===== src/ttpc_consts.svh =====
`ifndef TTPC_CONSTS_SVH
`define TTPC_CONSTS_SVH

// ----------------------------------------------------------------------------
// Register offsets (byte addresses)
// ----------------------------------------------------------------------------
`define TTPC_OFS_CTRL0   12'h000
`define TTPC_OFS_CTRL1   12'h010
`define TTPC_OFS_CTRL2   12'h020
`define TTPC_OFS_LOAD0   12'h004
`define TTPC_OFS_LOAD1   12'h014
`define TTPC_OFS_LOAD2   12'h024
`define TTPC_OFS_CNT0    12'h008
`define TTPC_OFS_CNT1    12'h018
`define TTPC_OFS_CNT2    12'h028
`define TTPC_OFS_IRQ_ST  12'h030
`define TTPC_OFS_IRQ_MSK 12'h034
`define TTPC_OFS_POWER   12'h038
`define TTPC_TIMER_STEP  12'h010

// ----------------------------------------------------------------------------
// Control/status field positions
// ----------------------------------------------------------------------------
`define TTPC_CS_ENABLE   0
`define TTPC_CS_MODE_LO  1
`define TTPC_CS_MODE_HI  3
`define TTPC_CS_TIMER_IO 4
`define TTPC_CS_GP_DIR   5
`define TTPC_CS_GP_OUT   6
`define TTPC_CS_EXT_CLK  7
`define TTPC_CS_PIN_IN   8
`define TTPC_CS_DIR_OUT  9
`define TTPC_CS_PIN_OUT  10
`define TTPC_CS_WIDTH    11

`define TTPC_PWR_STOP    0
`define TTPC_PWR_WAIT    1

// ----------------------------------------------------------------------------
// Reset values and number of timers
// ----------------------------------------------------------------------------
`define TTPC_CS_RESET    11'h000
`define TTPC_LOAD_RESET  32'h0000FFFF
`define TTPC_NUM_TIMERS  3

`endif


===== src/ttpc_pkg.sv =====
package ttpc_pkg;

	typedef enum logic [2:0] {
		TTPC_MODE_TIMER    = 3'b000,
		TTPC_MODE_PULSE    = 3'b001,
		TTPC_MODE_WATCHDOG = 3'b010,
		TTPC_MODE_EVENT    = 3'b011,
		TTPC_MODE_MEASURE  = 3'b100
	} ttpc_mode_t;

	typedef enum logic [1:0] {
		TTPC_BUS_IDLE  = 2'b00,
		TTPC_BUS_BRESP = 2'b01,
		TTPC_BUS_RRESP = 2'b10
	} ttpc_bus_t;

	typedef struct packed {
		logic       gp_out;
		logic       gp_dir;
		logic       timer_io;
		ttpc_mode_t mode;
		logic       enable;
	} ttpc_ctrl_t;

	typedef struct packed {
		ttpc_ctrl_t  ctrl;
		logic [31:0] load;
		logic [31:0] count;
		logic [2:0]  sync;
		logic        pin_last;
		logic        pin_out;
		logic        dir_out;
	} ttpc_timer_t;

	typedef struct packed {
		ttpc_timer_t [2:0] tmr;
		logic [2:0]        irq_status;
		logic [2:0]        irq_mask;
		logic              stop;
		logic              wait_st;
		ttpc_bus_t         wstate;
		logic              rvalid;
		logic [31:0]       rdata;
		logic              bad_w;
		logic              bad_r;
		logic              aw_held;
		logic              w_held;
		logic [11:0]       awaddr;
		logic [31:0]       wdata;
		logic [3:0]        wstrb;
	} ttpc_state_t;

endpackage


===== src/ttpc_top.sv =====
// The register addresses and the AXI4-Lite interface to the registers were decided locally.
`timescale 1ns/10ps
`include "ttpc_consts.svh"
module ttpc_top (
	input  wire logic        aclk,
	input  wire logic        aresetn,
	input  wire logic [11:0] s_axi_awaddr,
	input  wire logic        s_axi_awvalid,
	output logic             s_axi_awready,
	input  wire logic [31:0] s_axi_wdata,
	input  wire logic [3:0]  s_axi_wstrb,
	input  wire logic        s_axi_wvalid,
	output logic             s_axi_wready,
	output logic [1:0]       s_axi_bresp,
	output logic             s_axi_bvalid,
	input  wire logic        s_axi_bready,
	input  wire logic [11:0] s_axi_araddr,
	input  wire logic        s_axi_arvalid,
	output logic             s_axi_arready,
	output logic [31:0]      s_axi_rdata,
	output logic [1:0]       s_axi_rresp,
	output logic             s_axi_rvalid,
	input  wire logic        s_axi_rready,
	input  wire logic        timer_zero_pin_i,
	output logic             timer_zero_pin_o,
	output logic             timer_zero_pin_oe,
	input  wire logic        timer_one_pin_i,
	output logic             timer_one_pin_o,
	output logic             timer_one_pin_oe,
	input  wire logic        timer_two_pin_i,
	output logic             timer_two_pin_o,
	output logic             timer_two_pin_oe,
	output logic             irq
);

	// ------------------------------------------------------------------------
	// State
	// ------------------------------------------------------------------------
	ttpc_pkg::ttpc_state_t st_reg;
	ttpc_pkg::ttpc_state_t st_next;
	logic [2:0]            pin_in;

	assign pin_in = {timer_two_pin_i, timer_one_pin_i, timer_zero_pin_i};

	// Pulls one word of a timer's control/status view together.
	function automatic logic [31:0] cs_word(ttpc_pkg::ttpc_timer_t t);
		logic [31:0] w;
		w = 32'h00000000;
		w[`TTPC_CS_ENABLE] = t.ctrl.enable;
		w[`TTPC_CS_MODE_HI:`TTPC_CS_MODE_LO] = t.ctrl.mode;
		w[`TTPC_CS_TIMER_IO] = t.ctrl.timer_io;
		w[`TTPC_CS_GP_DIR] = t.ctrl.gp_dir;
		w[`TTPC_CS_GP_OUT] = t.ctrl.gp_out;
		w[`TTPC_CS_PIN_IN] = t.pin_last;
		w[`TTPC_CS_DIR_OUT] = t.dir_out;
		w[`TTPC_CS_PIN_OUT] = t.pin_out;
		return w;
	endfunction

	// Merges write data into a word under the byte strobes.
	function automatic logic [31:0] merge(logic [31:0] old,
		logic [31:0] data, logic [3:0] strb);
		logic [31:0] w;
		w = old;
		for (int b = 0; b < 4; b++) begin
			if (strb[b]) begin
				w[b*8 +: 8] = data[b*8 +: 8];
			end
		end
		return w;
	endfunction

	function automatic logic input_mode(ttpc_pkg::ttpc_mode_t m);
		return (m == ttpc_pkg::TTPC_MODE_EVENT) ||
			(m == ttpc_pkg::TTPC_MODE_MEASURE);
	endfunction

	always_comb begin
		logic [2:0]   ev;
		logic [31:0]  wd;
		logic [31:0]  rd;
		logic         tick;
		logic         edge_seen;
		logic         hit;
		logic [1:0]   sel;
		logic         run;
		logic         do_w;
		st_next = st_reg;
		ev = 3'b000;
		wd = 32'h00000000;
		rd = 32'h00000000;
		tick = 1'b0;
		edge_seen = 1'b0;
		hit = 1'b0;
		sel = 2'b00;
		run = 1'b0;
		do_w = 1'b0;

		// --------------------------------------------------------------------
		// Timers
		// --------------------------------------------------------------------
		for (int i = 0; i < `TTPC_NUM_TIMERS; i++) begin
			// An edge of one timer's pin must never count for the next one.
			edge_seen = 1'b0;
			// Three-stage pin synchroniser; input ignored while stopped.
			if (!st_reg.stop) begin
				st_next.tmr[i].sync = {st_reg.tmr[i].sync[1:0], pin_in[i]};
				if (st_reg.tmr[i].sync[2] == st_reg.tmr[i].sync[1]) begin
					st_next.tmr[i].pin_last = st_reg.tmr[i].sync[1];
					edge_seen = st_reg.tmr[i].sync[1] &
						~st_reg.tmr[i].pin_last;
				end
			end
			// Direction follows the function selected in own register.
			if (!st_reg.tmr[i].ctrl.timer_io) begin
				st_next.tmr[i].dir_out = st_reg.tmr[i].ctrl.gp_dir;
				if (!st_reg.stop) begin
					st_next.tmr[i].pin_out = st_reg.tmr[i].ctrl.gp_out;
				end
			end else if (input_mode(st_reg.tmr[i].ctrl.mode)) begin
				st_next.tmr[i].dir_out = 1'b0;
			end else begin
				st_next.tmr[i].dir_out = 1'b1;
			end
			// Counting; wait state does not disturb the timers.
			run = st_reg.tmr[i].ctrl.enable & ~st_reg.stop;
			if (st_reg.tmr[i].ctrl.mode == ttpc_pkg::TTPC_MODE_EVENT) begin
				tick = edge_seen;
			end else if (st_reg.tmr[i].ctrl.mode ==
				ttpc_pkg::TTPC_MODE_MEASURE) begin
				tick = st_reg.tmr[i].pin_last;
			end else begin
				tick = 1'b1;
			end
			if (run && tick) begin
				hit = (st_reg.tmr[i].count == st_reg.tmr[i].load);
				if (hit) begin
					st_next.tmr[i].count = 32'h00000000;
					ev[i] = 1'b1;
					if (st_reg.tmr[i].ctrl.timer_io &&
						!input_mode(st_reg.tmr[i].ctrl.mode)) begin
						if (st_reg.tmr[i].ctrl.mode ==
							ttpc_pkg::TTPC_MODE_TIMER) begin
							st_next.tmr[i].pin_out = 1'b1;
						end else begin
							st_next.tmr[i].pin_out =
								~st_reg.tmr[i].pin_out;
						end
					end
				end else begin
					st_next.tmr[i].count = st_reg.tmr[i].count + 32'h00000001;
				end
			end
		end

		// --------------------------------------------------------------------
		// Register bus
		// --------------------------------------------------------------------
		if (s_axi_awvalid && !st_reg.aw_held &&
			st_reg.wstate == ttpc_pkg::TTPC_BUS_IDLE) begin
			st_next.aw_held = 1'b1;
			st_next.awaddr = s_axi_awaddr;
		end
		if (s_axi_wvalid && !st_reg.w_held &&
			st_reg.wstate == ttpc_pkg::TTPC_BUS_IDLE) begin
			st_next.w_held = 1'b1;
			st_next.wdata = s_axi_wdata;
			st_next.wstrb = s_axi_wstrb;
		end
		do_w = st_reg.aw_held & st_reg.w_held;
		if (do_w) begin
			st_next.aw_held = 1'b0;
			st_next.w_held = 1'b0;
			st_next.wstate = ttpc_pkg::TTPC_BUS_BRESP;
			st_next.bad_w = 1'b0;
			sel = st_reg.awaddr[5:4];
			if (st_reg.awaddr[11:6] == 6'h00 && sel != 2'b11) begin
				if (st_reg.awaddr[3:0] == `TTPC_OFS_CTRL0) begin
					wd = merge(cs_word(st_reg.tmr[sel]), st_reg.wdata,
						st_reg.wstrb);
					st_next.tmr[sel].ctrl.enable = wd[`TTPC_CS_ENABLE];
					st_next.tmr[sel].ctrl.mode = ttpc_pkg::ttpc_mode_t'(
						wd[`TTPC_CS_MODE_HI:`TTPC_CS_MODE_LO]);
					st_next.tmr[sel].ctrl.timer_io = wd[`TTPC_CS_TIMER_IO];
					st_next.tmr[sel].ctrl.gp_dir = wd[`TTPC_CS_GP_DIR];
					st_next.tmr[sel].ctrl.gp_out = wd[`TTPC_CS_GP_OUT];
					st_next.tmr[sel].count = 32'h00000000;
				end else if (st_reg.awaddr[3:0] == `TTPC_OFS_LOAD0) begin
					st_next.tmr[sel].load = merge(st_reg.tmr[sel].load,
						st_reg.wdata, st_reg.wstrb);
				end else if (st_reg.awaddr[3:0] != `TTPC_OFS_CNT0) begin
					st_next.bad_w = 1'b1;
				end
			end else if (st_reg.awaddr == `TTPC_OFS_IRQ_MSK) begin
				st_next.irq_mask = st_reg.wdata[2:0];
			end else if (st_reg.awaddr == `TTPC_OFS_POWER) begin
				st_next.stop = st_reg.wdata[`TTPC_PWR_STOP];
				st_next.wait_st = st_reg.wdata[`TTPC_PWR_WAIT];
			end else if (st_reg.awaddr != `TTPC_OFS_IRQ_ST) begin
				st_next.bad_w = 1'b1;
			end
		end
		if (st_reg.wstate == ttpc_pkg::TTPC_BUS_BRESP && s_axi_bready) begin
			st_next.wstate = ttpc_pkg::TTPC_BUS_IDLE;
		end

		// Sticky status: write-one clears, a new event wins.
		if (do_w && st_reg.awaddr == `TTPC_OFS_IRQ_ST) begin
			st_next.irq_status = (st_reg.irq_status & ~st_reg.wdata[2:0]) | ev;
		end else begin
			st_next.irq_status = st_reg.irq_status | ev;
		end

		if (s_axi_arvalid && !st_reg.rvalid) begin
			st_next.rvalid = 1'b1;
			st_next.bad_r = 1'b0;
			sel = s_axi_araddr[5:4];
			if (s_axi_araddr[11:6] == 6'h00 && sel != 2'b11) begin
				if (s_axi_araddr[3:0] == `TTPC_OFS_CTRL0) begin
					rd = cs_word(st_reg.tmr[sel]);
				end else if (s_axi_araddr[3:0] == `TTPC_OFS_LOAD0) begin
					rd = st_reg.tmr[sel].load;
				end else if (s_axi_araddr[3:0] == `TTPC_OFS_CNT0) begin
					rd = st_reg.tmr[sel].count;
				end else begin
					st_next.bad_r = 1'b1;
				end
			end else if (s_axi_araddr == `TTPC_OFS_IRQ_ST) begin
				rd = {29'h00000000, st_reg.irq_status};
			end else if (s_axi_araddr == `TTPC_OFS_IRQ_MSK) begin
				rd = {29'h00000000, st_reg.irq_mask};
			end else if (s_axi_araddr == `TTPC_OFS_POWER) begin
				rd = {30'h00000000, st_reg.wait_st, st_reg.stop};
			end else begin
				st_next.bad_r = 1'b1;
			end
			st_next.rdata = rd;
		end else if (st_reg.rvalid && s_axi_rready) begin
			st_next.rvalid = 1'b0;
		end

		if (!aresetn) begin
			st_next = '0;
			for (int i = 0; i < `TTPC_NUM_TIMERS; i++) begin
				st_next.tmr[i].ctrl = ttpc_pkg::ttpc_ctrl_t'(7'h00);
				st_next.tmr[i].load = `TTPC_LOAD_RESET;
			end
		end
	end

	always_ff @(posedge aclk) begin
		st_reg <= st_next;
	end

	// ------------------------------------------------------------------------
	// Outputs
	// ------------------------------------------------------------------------
	// While stopped the driver keeps the last level on the pin.
	assign timer_zero_pin_o  = st_reg.tmr[0].pin_out;
	assign timer_zero_pin_oe = st_reg.tmr[0].dir_out;
	assign timer_one_pin_o   = st_reg.tmr[1].pin_out;
	assign timer_one_pin_oe  = st_reg.tmr[1].dir_out;
	assign timer_two_pin_o   = st_reg.tmr[2].pin_out;
	assign timer_two_pin_oe  = st_reg.tmr[2].dir_out;

	assign irq = |(st_reg.irq_status & st_reg.irq_mask);

	assign s_axi_awready = ~st_reg.aw_held &
		(st_reg.wstate == ttpc_pkg::TTPC_BUS_IDLE);
	assign s_axi_wready  = ~st_reg.w_held &
		(st_reg.wstate == ttpc_pkg::TTPC_BUS_IDLE);
	assign s_axi_bvalid  = (st_reg.wstate == ttpc_pkg::TTPC_BUS_BRESP);
	assign s_axi_bresp   = st_reg.bad_w ? 2'h2 : 2'h0;
	assign s_axi_arready = ~st_reg.rvalid;
	assign s_axi_rvalid  = st_reg.rvalid;
	assign s_axi_rdata   = st_reg.rdata;
	assign s_axi_rresp   = st_reg.bad_r ? 2'h2 : 2'h0;

endmodule


===== config.mk =====
export PLATFORM = sky130hd
export DESIGN_NAME = ttpc_top
export DESIGN_NICKNAME = d
export VERILOG_FILES = /design/src/ttpc_pkg.sv /design/src/ttpc_top.sv
export VERILOG_INCLUDE_DIRS = /design/src
export SDC_FILE = /design/constraint.sdc
export NUM_CORES = 1
export LEC_CHECK = 0
export BUFFER_PORTS_ARGS = -buffer_cell sky130_fd_sc_hd__buf_4
export CAP_MARGIN = 40
export CORE_UTILIZATION = 38
export DETAILED_ROUTE_END_ITERATION = 16
export GPL_TIMING_DRIVEN = 0
export PLACE_DENSITY = 0.53
export SYNTH_ARGS = -nofsm -noshare
export SYNTH_HDL_FRONTEND = slang
export SYNTH_SLANG_ARGS = --single-unit
export TNS_END_PERCENT = 50

===== constraint.sdc =====
create_clock -name aclk -period 5.6 [get_ports aclk]
set_clock_uncertainty 0.15 [all_clocks]
set_input_delay 1.4 -clock aclk [delete_from_list [all_inputs] [get_ports aclk]]
set_output_delay 1.4 -clock aclk [all_outputs]
set_load 0.005 [all_outputs]

==> run summary, run 1 <==
H-tree level count -> 2
synthesis-stage register bit count -> 325
R2R Path Start -> st_reg[47]$_SDFFE_PN0P_
DIE WIDTH -> 215 um
WL met2 -> 28.3 mm
setup TNS -> 0 ns
row cnt -> 77
layout cell share with drive strength beyond 1 -> 0.133
post-synthesis instance total -> 2145
per-cell routed wire length -> 22.8 um
Primary FF master, synth -> dfxtp_1
CP max FO -> 10
vias in the first global route -> 14761
Remaining Overflow, GRT -> 0
TritonCTS buffer count -> 39
largest net degree at the start of global routing -> 12
Via Count -> 16033
met3 WL -> 4.25 mm
reg-to-reg endpoint -> st_reg[108]$_SDFF_PN0_
Hold Crit Depth -> 2
netlist area before placement -> 0.0172 mm2
area added between synthesis and finish -> 17.0%
Residual DRC -> 0
clk root buf -> clkbuf_16
Metal-1 WL -> 31.7 mm
WP data arrival -> 4.06 ns
fraction of registers with async set/reset -> 0
Antenna Violating Nets Remaining -> 0
Seq/Total Area, Yosys -> 0.379
HPWL after DPL -> 52.9 mm
Buffers on Ports -> 114
post-synthesis cell type count -> 83
diode count -> 0
Die Footprint -> 0.0461 mm2
Min Clock Period, post-route -> 3.72 ns
RSZ-0062 raised after global routing -> false
Largest register FFs -> 286
CP Class -> input port to flop
post-route setup slack -> 1.88 ns
Worst-path clk slew -> 0.06 ns
max-slew violation count -> 0
I/O Pins -> 118
Post-synth EDFFs -> 0
DR pass1 iterations -> 6
Final period util -> 0.665
# clock sinks -> 325
Die Height -> 215 um
first-pass GRT wire length -> 98.0 mm
r2r worst-path depth -> 7
Min-Delay Path Class -> flop to flop
pre-CTS WS -> 1.42 ns
Slew Limit Headroom -> 0.401
leakage power -> 7.64 nW
cts hold-fix bufs -> 0
Setup Viol. Count Final -> 0
Total Wirelength -> 66.7 mm
Max-cap violations -> 0
uppermost layer routed -> met4
fin nets -> 2387
starting density of the core -> 0.387
status -> finished clean
Total Routing Usage GR -> 0.285
TritonCTS clock tree -> built
Post-CTS Setup Bufs -> 0
CP endpoint kind -> flop
area of the multi-input gates -> 0.00957 mm2
reg-to-reg slack, setup -> 2.57 ns
Fmax -> 269 MHz
CTS-repair resized insts -> 0
initial antenna violation count -> 0
core box area -> 0.0444 mm2
Worst Hold Path EP -> s_axi_rdata[20]$_SDFFE_PN0P_
Power Dens Cells -> 259 mW/mm2
YS warnings -> 0
Worst Tran Pin Value -> 0.898 ns
crit path launch type -> input port
Worst-Skew Late Latency -> 0.56 ns
Via density -> 5.47
HP Start -> s_axi_rdata[20]$_SDFFE_PN0P_
Max clock buf depth -> 3
hold violation total from the final report -> 0
Syn Area/Cell -> 8.01 um2
Crit path required time -> 5.93 ns
number of fill cells -> 4568
DRT iter0 DRCs -> 1434
Reg area -> 0.00651 mm2
worst vdd ir -> 0.164 mV
GPL Wtd Cong -> 1.01
[cell families after synthesis]
family                     count (synthesis)  share of synthesized area
AOI/OAI and AO/OA                        434                      0.155
muxes                                    141                     0.0835
adders and majority gates                  3                    0.00218
buffers and inverters                    235                     0.0643
xor gates and xnor gates                 183                     0.0933
other                                      1                   0.000218
DFF                                      325                      0.379
and+or+nand+nor                          823                      0.223
[synth_stat cells (3+ instances only)]
master / number / share of area
a211oi_1: 29 / 0.013
a21oi_1: 196 / 0.057
a221o_1: 10 / 0.0058
a221oi_1: 5 / 0.0025
a22oi_1: 18 / 0.0079
and2_1: 9 / 0.0033
and3_1: 13 / 0.0047
and4_1: 16 / 0.0082
buf_1: 7 / 0.0015
buf_2: 36 / 0.010
buf_4: 41 / 0.018
buf_6: 3 / 0.0020
clkbuf_1: 98 / 0.021
dfxtp_1: 325 / 0.38
ha_1: 3 / 0.0022
inv_1: 48 / 0.010
mux2_2: 19 / 0.012
mux2i_1: 122 / 0.071
nand2_1: 394 / 0.086
nand2b_1: 10 / 0.0036
nand3_1: 71 / 0.021
nand4_1: 29 / 0.011
nor2_1: 192 / 0.042
nor2b_1: 11 / 0.0040
nor3_1: 9 / 0.0026
nor3_2: 3 / 0.0017
nor3b_1: 4 / 0.0017
nor4_1: 21 / 0.0076
o211ai_1: 52 / 0.023
o21a_1: 10 / 0.0044
o21ai_0: 75 / 0.022
o2bb2ai_1: 14 / 0.0071
or4b_1: 4 / 0.0023
xnor2_1: 69 / 0.035
xor2_1: 114 / 0.058
[critical path: stages]
cell and delay (ns):
buf_4 0.09, clkbuf_1 0.44, nor2b_1 0.25, clkbuf_1 0.44
buf_1 0.52, a21oi_1 0.21, o21ai_0 0.48, a22oi_1 0.13
nor2_1 0.10
[per-layer routing]
| layer | track usage | vias to the layer above |
|---|---|---|
| met5 | 0 | - |
| met4 | 0.109 | 0 |
| met3 | 0.0332 | 113 |
| met2 | 0.426 | 595 |
| met1 | 0.417 | 7636 |
| li1 | - | 7689 |
[where the power goes]
group / internal [mW] / switching [mW]
registers: 2.35 / 0.0246
logic: 0.142 / 0.275
clock network: 1.38 / 1.03
total: 3.87 / 1.33
[cells in the final DEF, fill, tap and decap left out, types with 4 or more instances in the layout]
cell / n
a21oi_1: 196
buf_6: 6
clkbuf_16: 39
buf_2: 38
dfxtp_1: 325
or4b_1: 4
nand2b_1: 10
a22oi_1: 18
clkbuf_1: 106
a221o_1: 10
buf_8: 4
nor4_1: 21
a221oi_1: 5
buf_1: 7
nor3b_1: 4
clkinv_2: 5
nor2b_1: 11
nor3_1: 9
nand4_1: 29
nand3_1: 71
o211ai_1: 52
and2_1: 9
nand2_1: 394
inv_1: 48
a211oi_1: 29
o21ai_0: 75
mux2i_1: 122
o21a_1: 10
xnor2_1: 69
buf_4: 159
and3_1: 13
and4_1: 16
mux2_2: 19
xor2_1: 114
nor2_1: 192
o2bb2ai_1: 14
clkbuf_8: 8
[final cells by class]
class	count	area share
buffer	186	0.0458
clock buffer	55	0.0555
sequential	325	0.324
clock inverter	9	0.00361
multi-input combinational	1586	0.476
inverter	49	0.00915
timing repair buffer	127	0.0492
tap	592	0.0368
[through the flow]
stage,power (mW),hold slack (ns),std cells,utilization,instance area [um2]
2_1_floorplan,2.65,0.281,2146,-,17200
3_3_place_gp,2.83,0.289,2852,0.423,18800
6_report,5.20,0.300,2929,0.453,20100
4_1_cts,5.24,0.302,2929,0.453,20100
5_1_grt,5.36,0.321,2929,0.453,20100
3_5_place_dp,2.84,0.294,2865,0.426,18900
[worst max-delay path by stage]
| stage | cells after the start | to | slack, ns | start |
|---|---|---|---|---|
| final | 9 | s_axi_rdata[8]$_SDFFE_PN0P_ | 1.88 | s_axi_araddr[4] |
| after global routing | 9 | s_axi_rdata[6]$_SDFFE_PN0P_ | 1.83 | s_axi_araddr[4] |
| after CTS | 9 | s_axi_rdata[8]$_SDFFE_PN0P_ | 2.00 | s_axi_araddr[4] |
| after detailed placement | 9 | s_axi_rdata[8]$_SDFFE_PN0P_ | 1.42 | s_axi_araddr[4] |
| after global placement | 7 | s_axi_rdata[30]$_SDFFE_PN0P_ | 1.15 | s_axi_araddr[1] |
| after floorplan | 10 | s_axi_rdata[9]$_SDFFE_PN0P_ | 2.31 | s_axi_araddr[5] |
Power figures use the tool's default switching activity.
==> inputs of run 2 (changes only) <==
--- a/config.mk
+++ b/config.mk
@@ -11,7 +11,7 @@
 export CORE_UTILIZATION = 38
 export DETAILED_ROUTE_END_ITERATION = 16
 export GPL_TIMING_DRIVEN = 0
-export PLACE_DENSITY = 0.53
+export PLACE_DENSITY = 0.55
 export SYNTH_ARGS = -nofsm -noshare
 export SYNTH_HDL_FRONTEND = slang
 export SYNTH_SLANG_ARGS = --single-unit
==> constraint.sdc (replaced) <==
create_clock -name aclk -period 3.3 [get_ports aclk]
set_clock_uncertainty 0.15 [all_clocks]
set_input_delay 0.825 -clock aclk [delete_from_list [all_inputs] [get_ports aclk]]
set_output_delay 0.825 -clock aclk [all_outputs]
set_load 0.005 [all_outputs]
==> run summary, run 2 (synthesis results as in run 1) <==
diode count -> 0 (unchanged)
Final period util -> 0.974
Total Wirelength -> 64.9 mm (-2.7%)
post-route setup slack -> 0.0855 ns (-1.79 ns)
leakage power -> 7.60 nW (-0.45%)
initial antenna violation count -> 0 (unchanged)
Layout Cells excl Fill -> 2923 (-0.20%)
Slew Limit Headroom -> 0.362 (-0.0397)
max-slew violation count -> 0 (unchanged)
worst path cell trace -> clkbuf_1 -> xor2_1 -> nor4_1 -> nand4_1 -> nor3_1 -> nand2b_1 -> buf_2 -> nor2_1
RSZ-0062 raised after global routing -> false
CP Class -> flop to flop
Max-cap violations -> 0 (unchanged)
GR Layer Usage met2 -> 0.419 (-0.00768)
starting density of the core -> 0.387 (unchanged)
clk root buf -> clkbuf_16
area added between synthesis and finish -> 16.8%
DRT iter0 DRCs -> 1445 (+0.77%)
area of the multi-input gates -> 0.00959 mm2 (+0.13%)
hold violation total from the final report -> 0 (unchanged)
Worst-Skew Late Latency -> 0.58 ns (+0.02 ns)
hold slack -> 0.298 ns (-0.00167 ns)
Buffers on Ports -> 114 (unchanged)
GPL Wtd Cong -> 0.994 (-1.4%)
largest net degree at the start of global routing -> 13 (+1)
commonest cells after routing, fill and taps aside -> nand2_1, dfxtp_1, a21oi_1
first-pass GRT wire length -> 96.0 mm (-2.0%)
M3 GR Usage -> 0.0437 (+0.0105)
Reg area -> 0.00651 mm2 (unchanged)
Residual DRC -> 0 (unchanged)
WP data arrival -> 3.50 ns (-0.56 ns)
core box area -> 0.0444 mm2 (unchanged)
Crit path required time -> 3.58 ns (-2.35 ns)
CP max FO -> 10 (unchanged)
Setup Viol. Count Final -> 0 (unchanged)
Total Routing Usage GR -> 0.278 (-0.00729)
TritonCTS buffer count -> 38 (-2.6%)
number of fill cells -> 4562 (-0.13%)
CP endpoint kind -> flop
Die Height -> 215 um (unchanged)
H-tree level count -> 2 (unchanged)
HPWL after DPL -> 51.2 mm (-3.3%)
largest stage delay on the critical path -> 0.77 ns (+0.25 ns)
status -> finished clean
Remaining Overflow, GRT -> 0 (unchanged)
fin nets -> 2381 (-0.25%)
Min Clock Period, post-route -> 3.21 ns
met1 GRT Util -> 0.401 (-0.0160)
global route hottest layer -> met2
Min-Delay Path Class -> flop to flop
CTS-repair resized insts -> 0 (unchanged)
crit path launch type -> flop
TritonCTS clock tree -> built
layout cell share with drive strength beyond 1 -> 0.130 (-0.00309)
Via density -> 5.48 (about the same)
Power Dens Cells -> 443 mW/mm2 (+71%)
Die Footprint -> 0.0461 mm2 (unchanged)
pre-CTS WS -> -0.242 ns (-1.67 ns)
Worst-path clk slew -> 0.06 ns (about the same)
fin util -> 0.452 (-0.000761)
most common cell after layout, fill and taps aside -> nand2_1
Antenna Violating Nets Remaining -> 0 (unchanged)
vias in the first global route -> 14933 (+1.2%)
row cnt -> 77 (unchanged)
cts hold-fix bufs -> 0 (unchanged)
post-placement cell count -> 2860 (-0.17%)
Max clock buf depth -> 3 (unchanged)
DR pass1 iterations -> 7 (+1)
per-cell routed wire length -> 22.2 um (-2.5%)
DIE WIDTH -> 215 um (unchanged)
worst vdd ir -> 0.398 mV (+140%)
# clock sinks -> 325 (unchanged)
Post-CTS Setup Bufs -> 0 (unchanged)
Fmax -> 311 MHz
Largest register FFs -> 286 (unchanged)
Via Count -> 16005 (-0.17%)
Worst Tran Pin Value -> 0.958 ns (+0.0595 ns)
I/O Pins -> 118 (unchanged)
Slowest-stage cell, CP -> nor3_1
[run 2: cell types whose count changed in the layout (fill, tap and decap cells not counted), moves of 2 or more]
cell	previous run	this run
buf_2	38	36
buf_8	4	1
bufinv_16	0	2
clkbuf_1	106	108
clkbuf_8	8	6
clkinv_2	5	3
[run 2: final cells by class]
class	instances	area share
repair buffers	122	0.0466
well taps	592	0.0369
inverters	49	0.00916
clock inverters	9	0.00630
flip-flops and latches	325	0.324
plain buffers	186	0.0459
multi-input cells	1586	0.478
clock buffers	54	0.0534
[run 2: layer usage]
metal / wire length (um) / vias up / part of all wire
li1: - / 7673 / -
met1: 30300 / 7590 / 0.47
met2: 27800 / 639 / 0.43
met3: 4730 / 103 / 0.073
met4: 2110 / 0 / 0.032
met5: 0 / - / 0
[run 2: through the flow]
stage          setup TNS, ns  power (mW)  cell area [um2]
5_1_grt                    0        9.20            20100
3_5_place_dp           -4.21        4.80            18900
4_1_cts                    0        8.97            20100
6_report                   0        8.89            20100
2_1_floorplan              0        4.50            17200
3_3_place_gp           -9.20        4.78            18800
[run 2: worst paths after layout]
path	startpoint	end	slack (ns)	depth (start not counted)
setup / recovery	st_reg[127]$_SDFF_PN0_	st_reg[106]$_SDFF_PN0_	0.09	8
hold / removal	st_reg[46]$_SDFFE_PN0P_	st_reg[46]$_SDFFE_PN0P_	0.30	2
setup reg to reg	st_reg[127]$_SDFF_PN0_	st_reg[106]$_SDFF_PN0_	0.09	8
hold reg to reg	st_reg[46]$_SDFFE_PN0P_	st_reg[46]$_SDFFE_PN0P_	0.30	2
[run 2: report_power, final]
group	switching [mW]	leakage (nW)	internal, mW	total (mW)
Sequential	0.0451	2.63	3.98	4.02
Combinational	0.451	4.39	0.237	0.688
Clock	1.76	0.580	2.42	4.18
[run 2: worst max-delay path, delay by kind of cell, from the launching register on]
family                 cells  cell delay, ns
XOR/XNOR                   1            0.19
buffers and inverters      2            0.64
flip-flops                 1            0.31
AND/OR/NAND/NOR            5            1.79
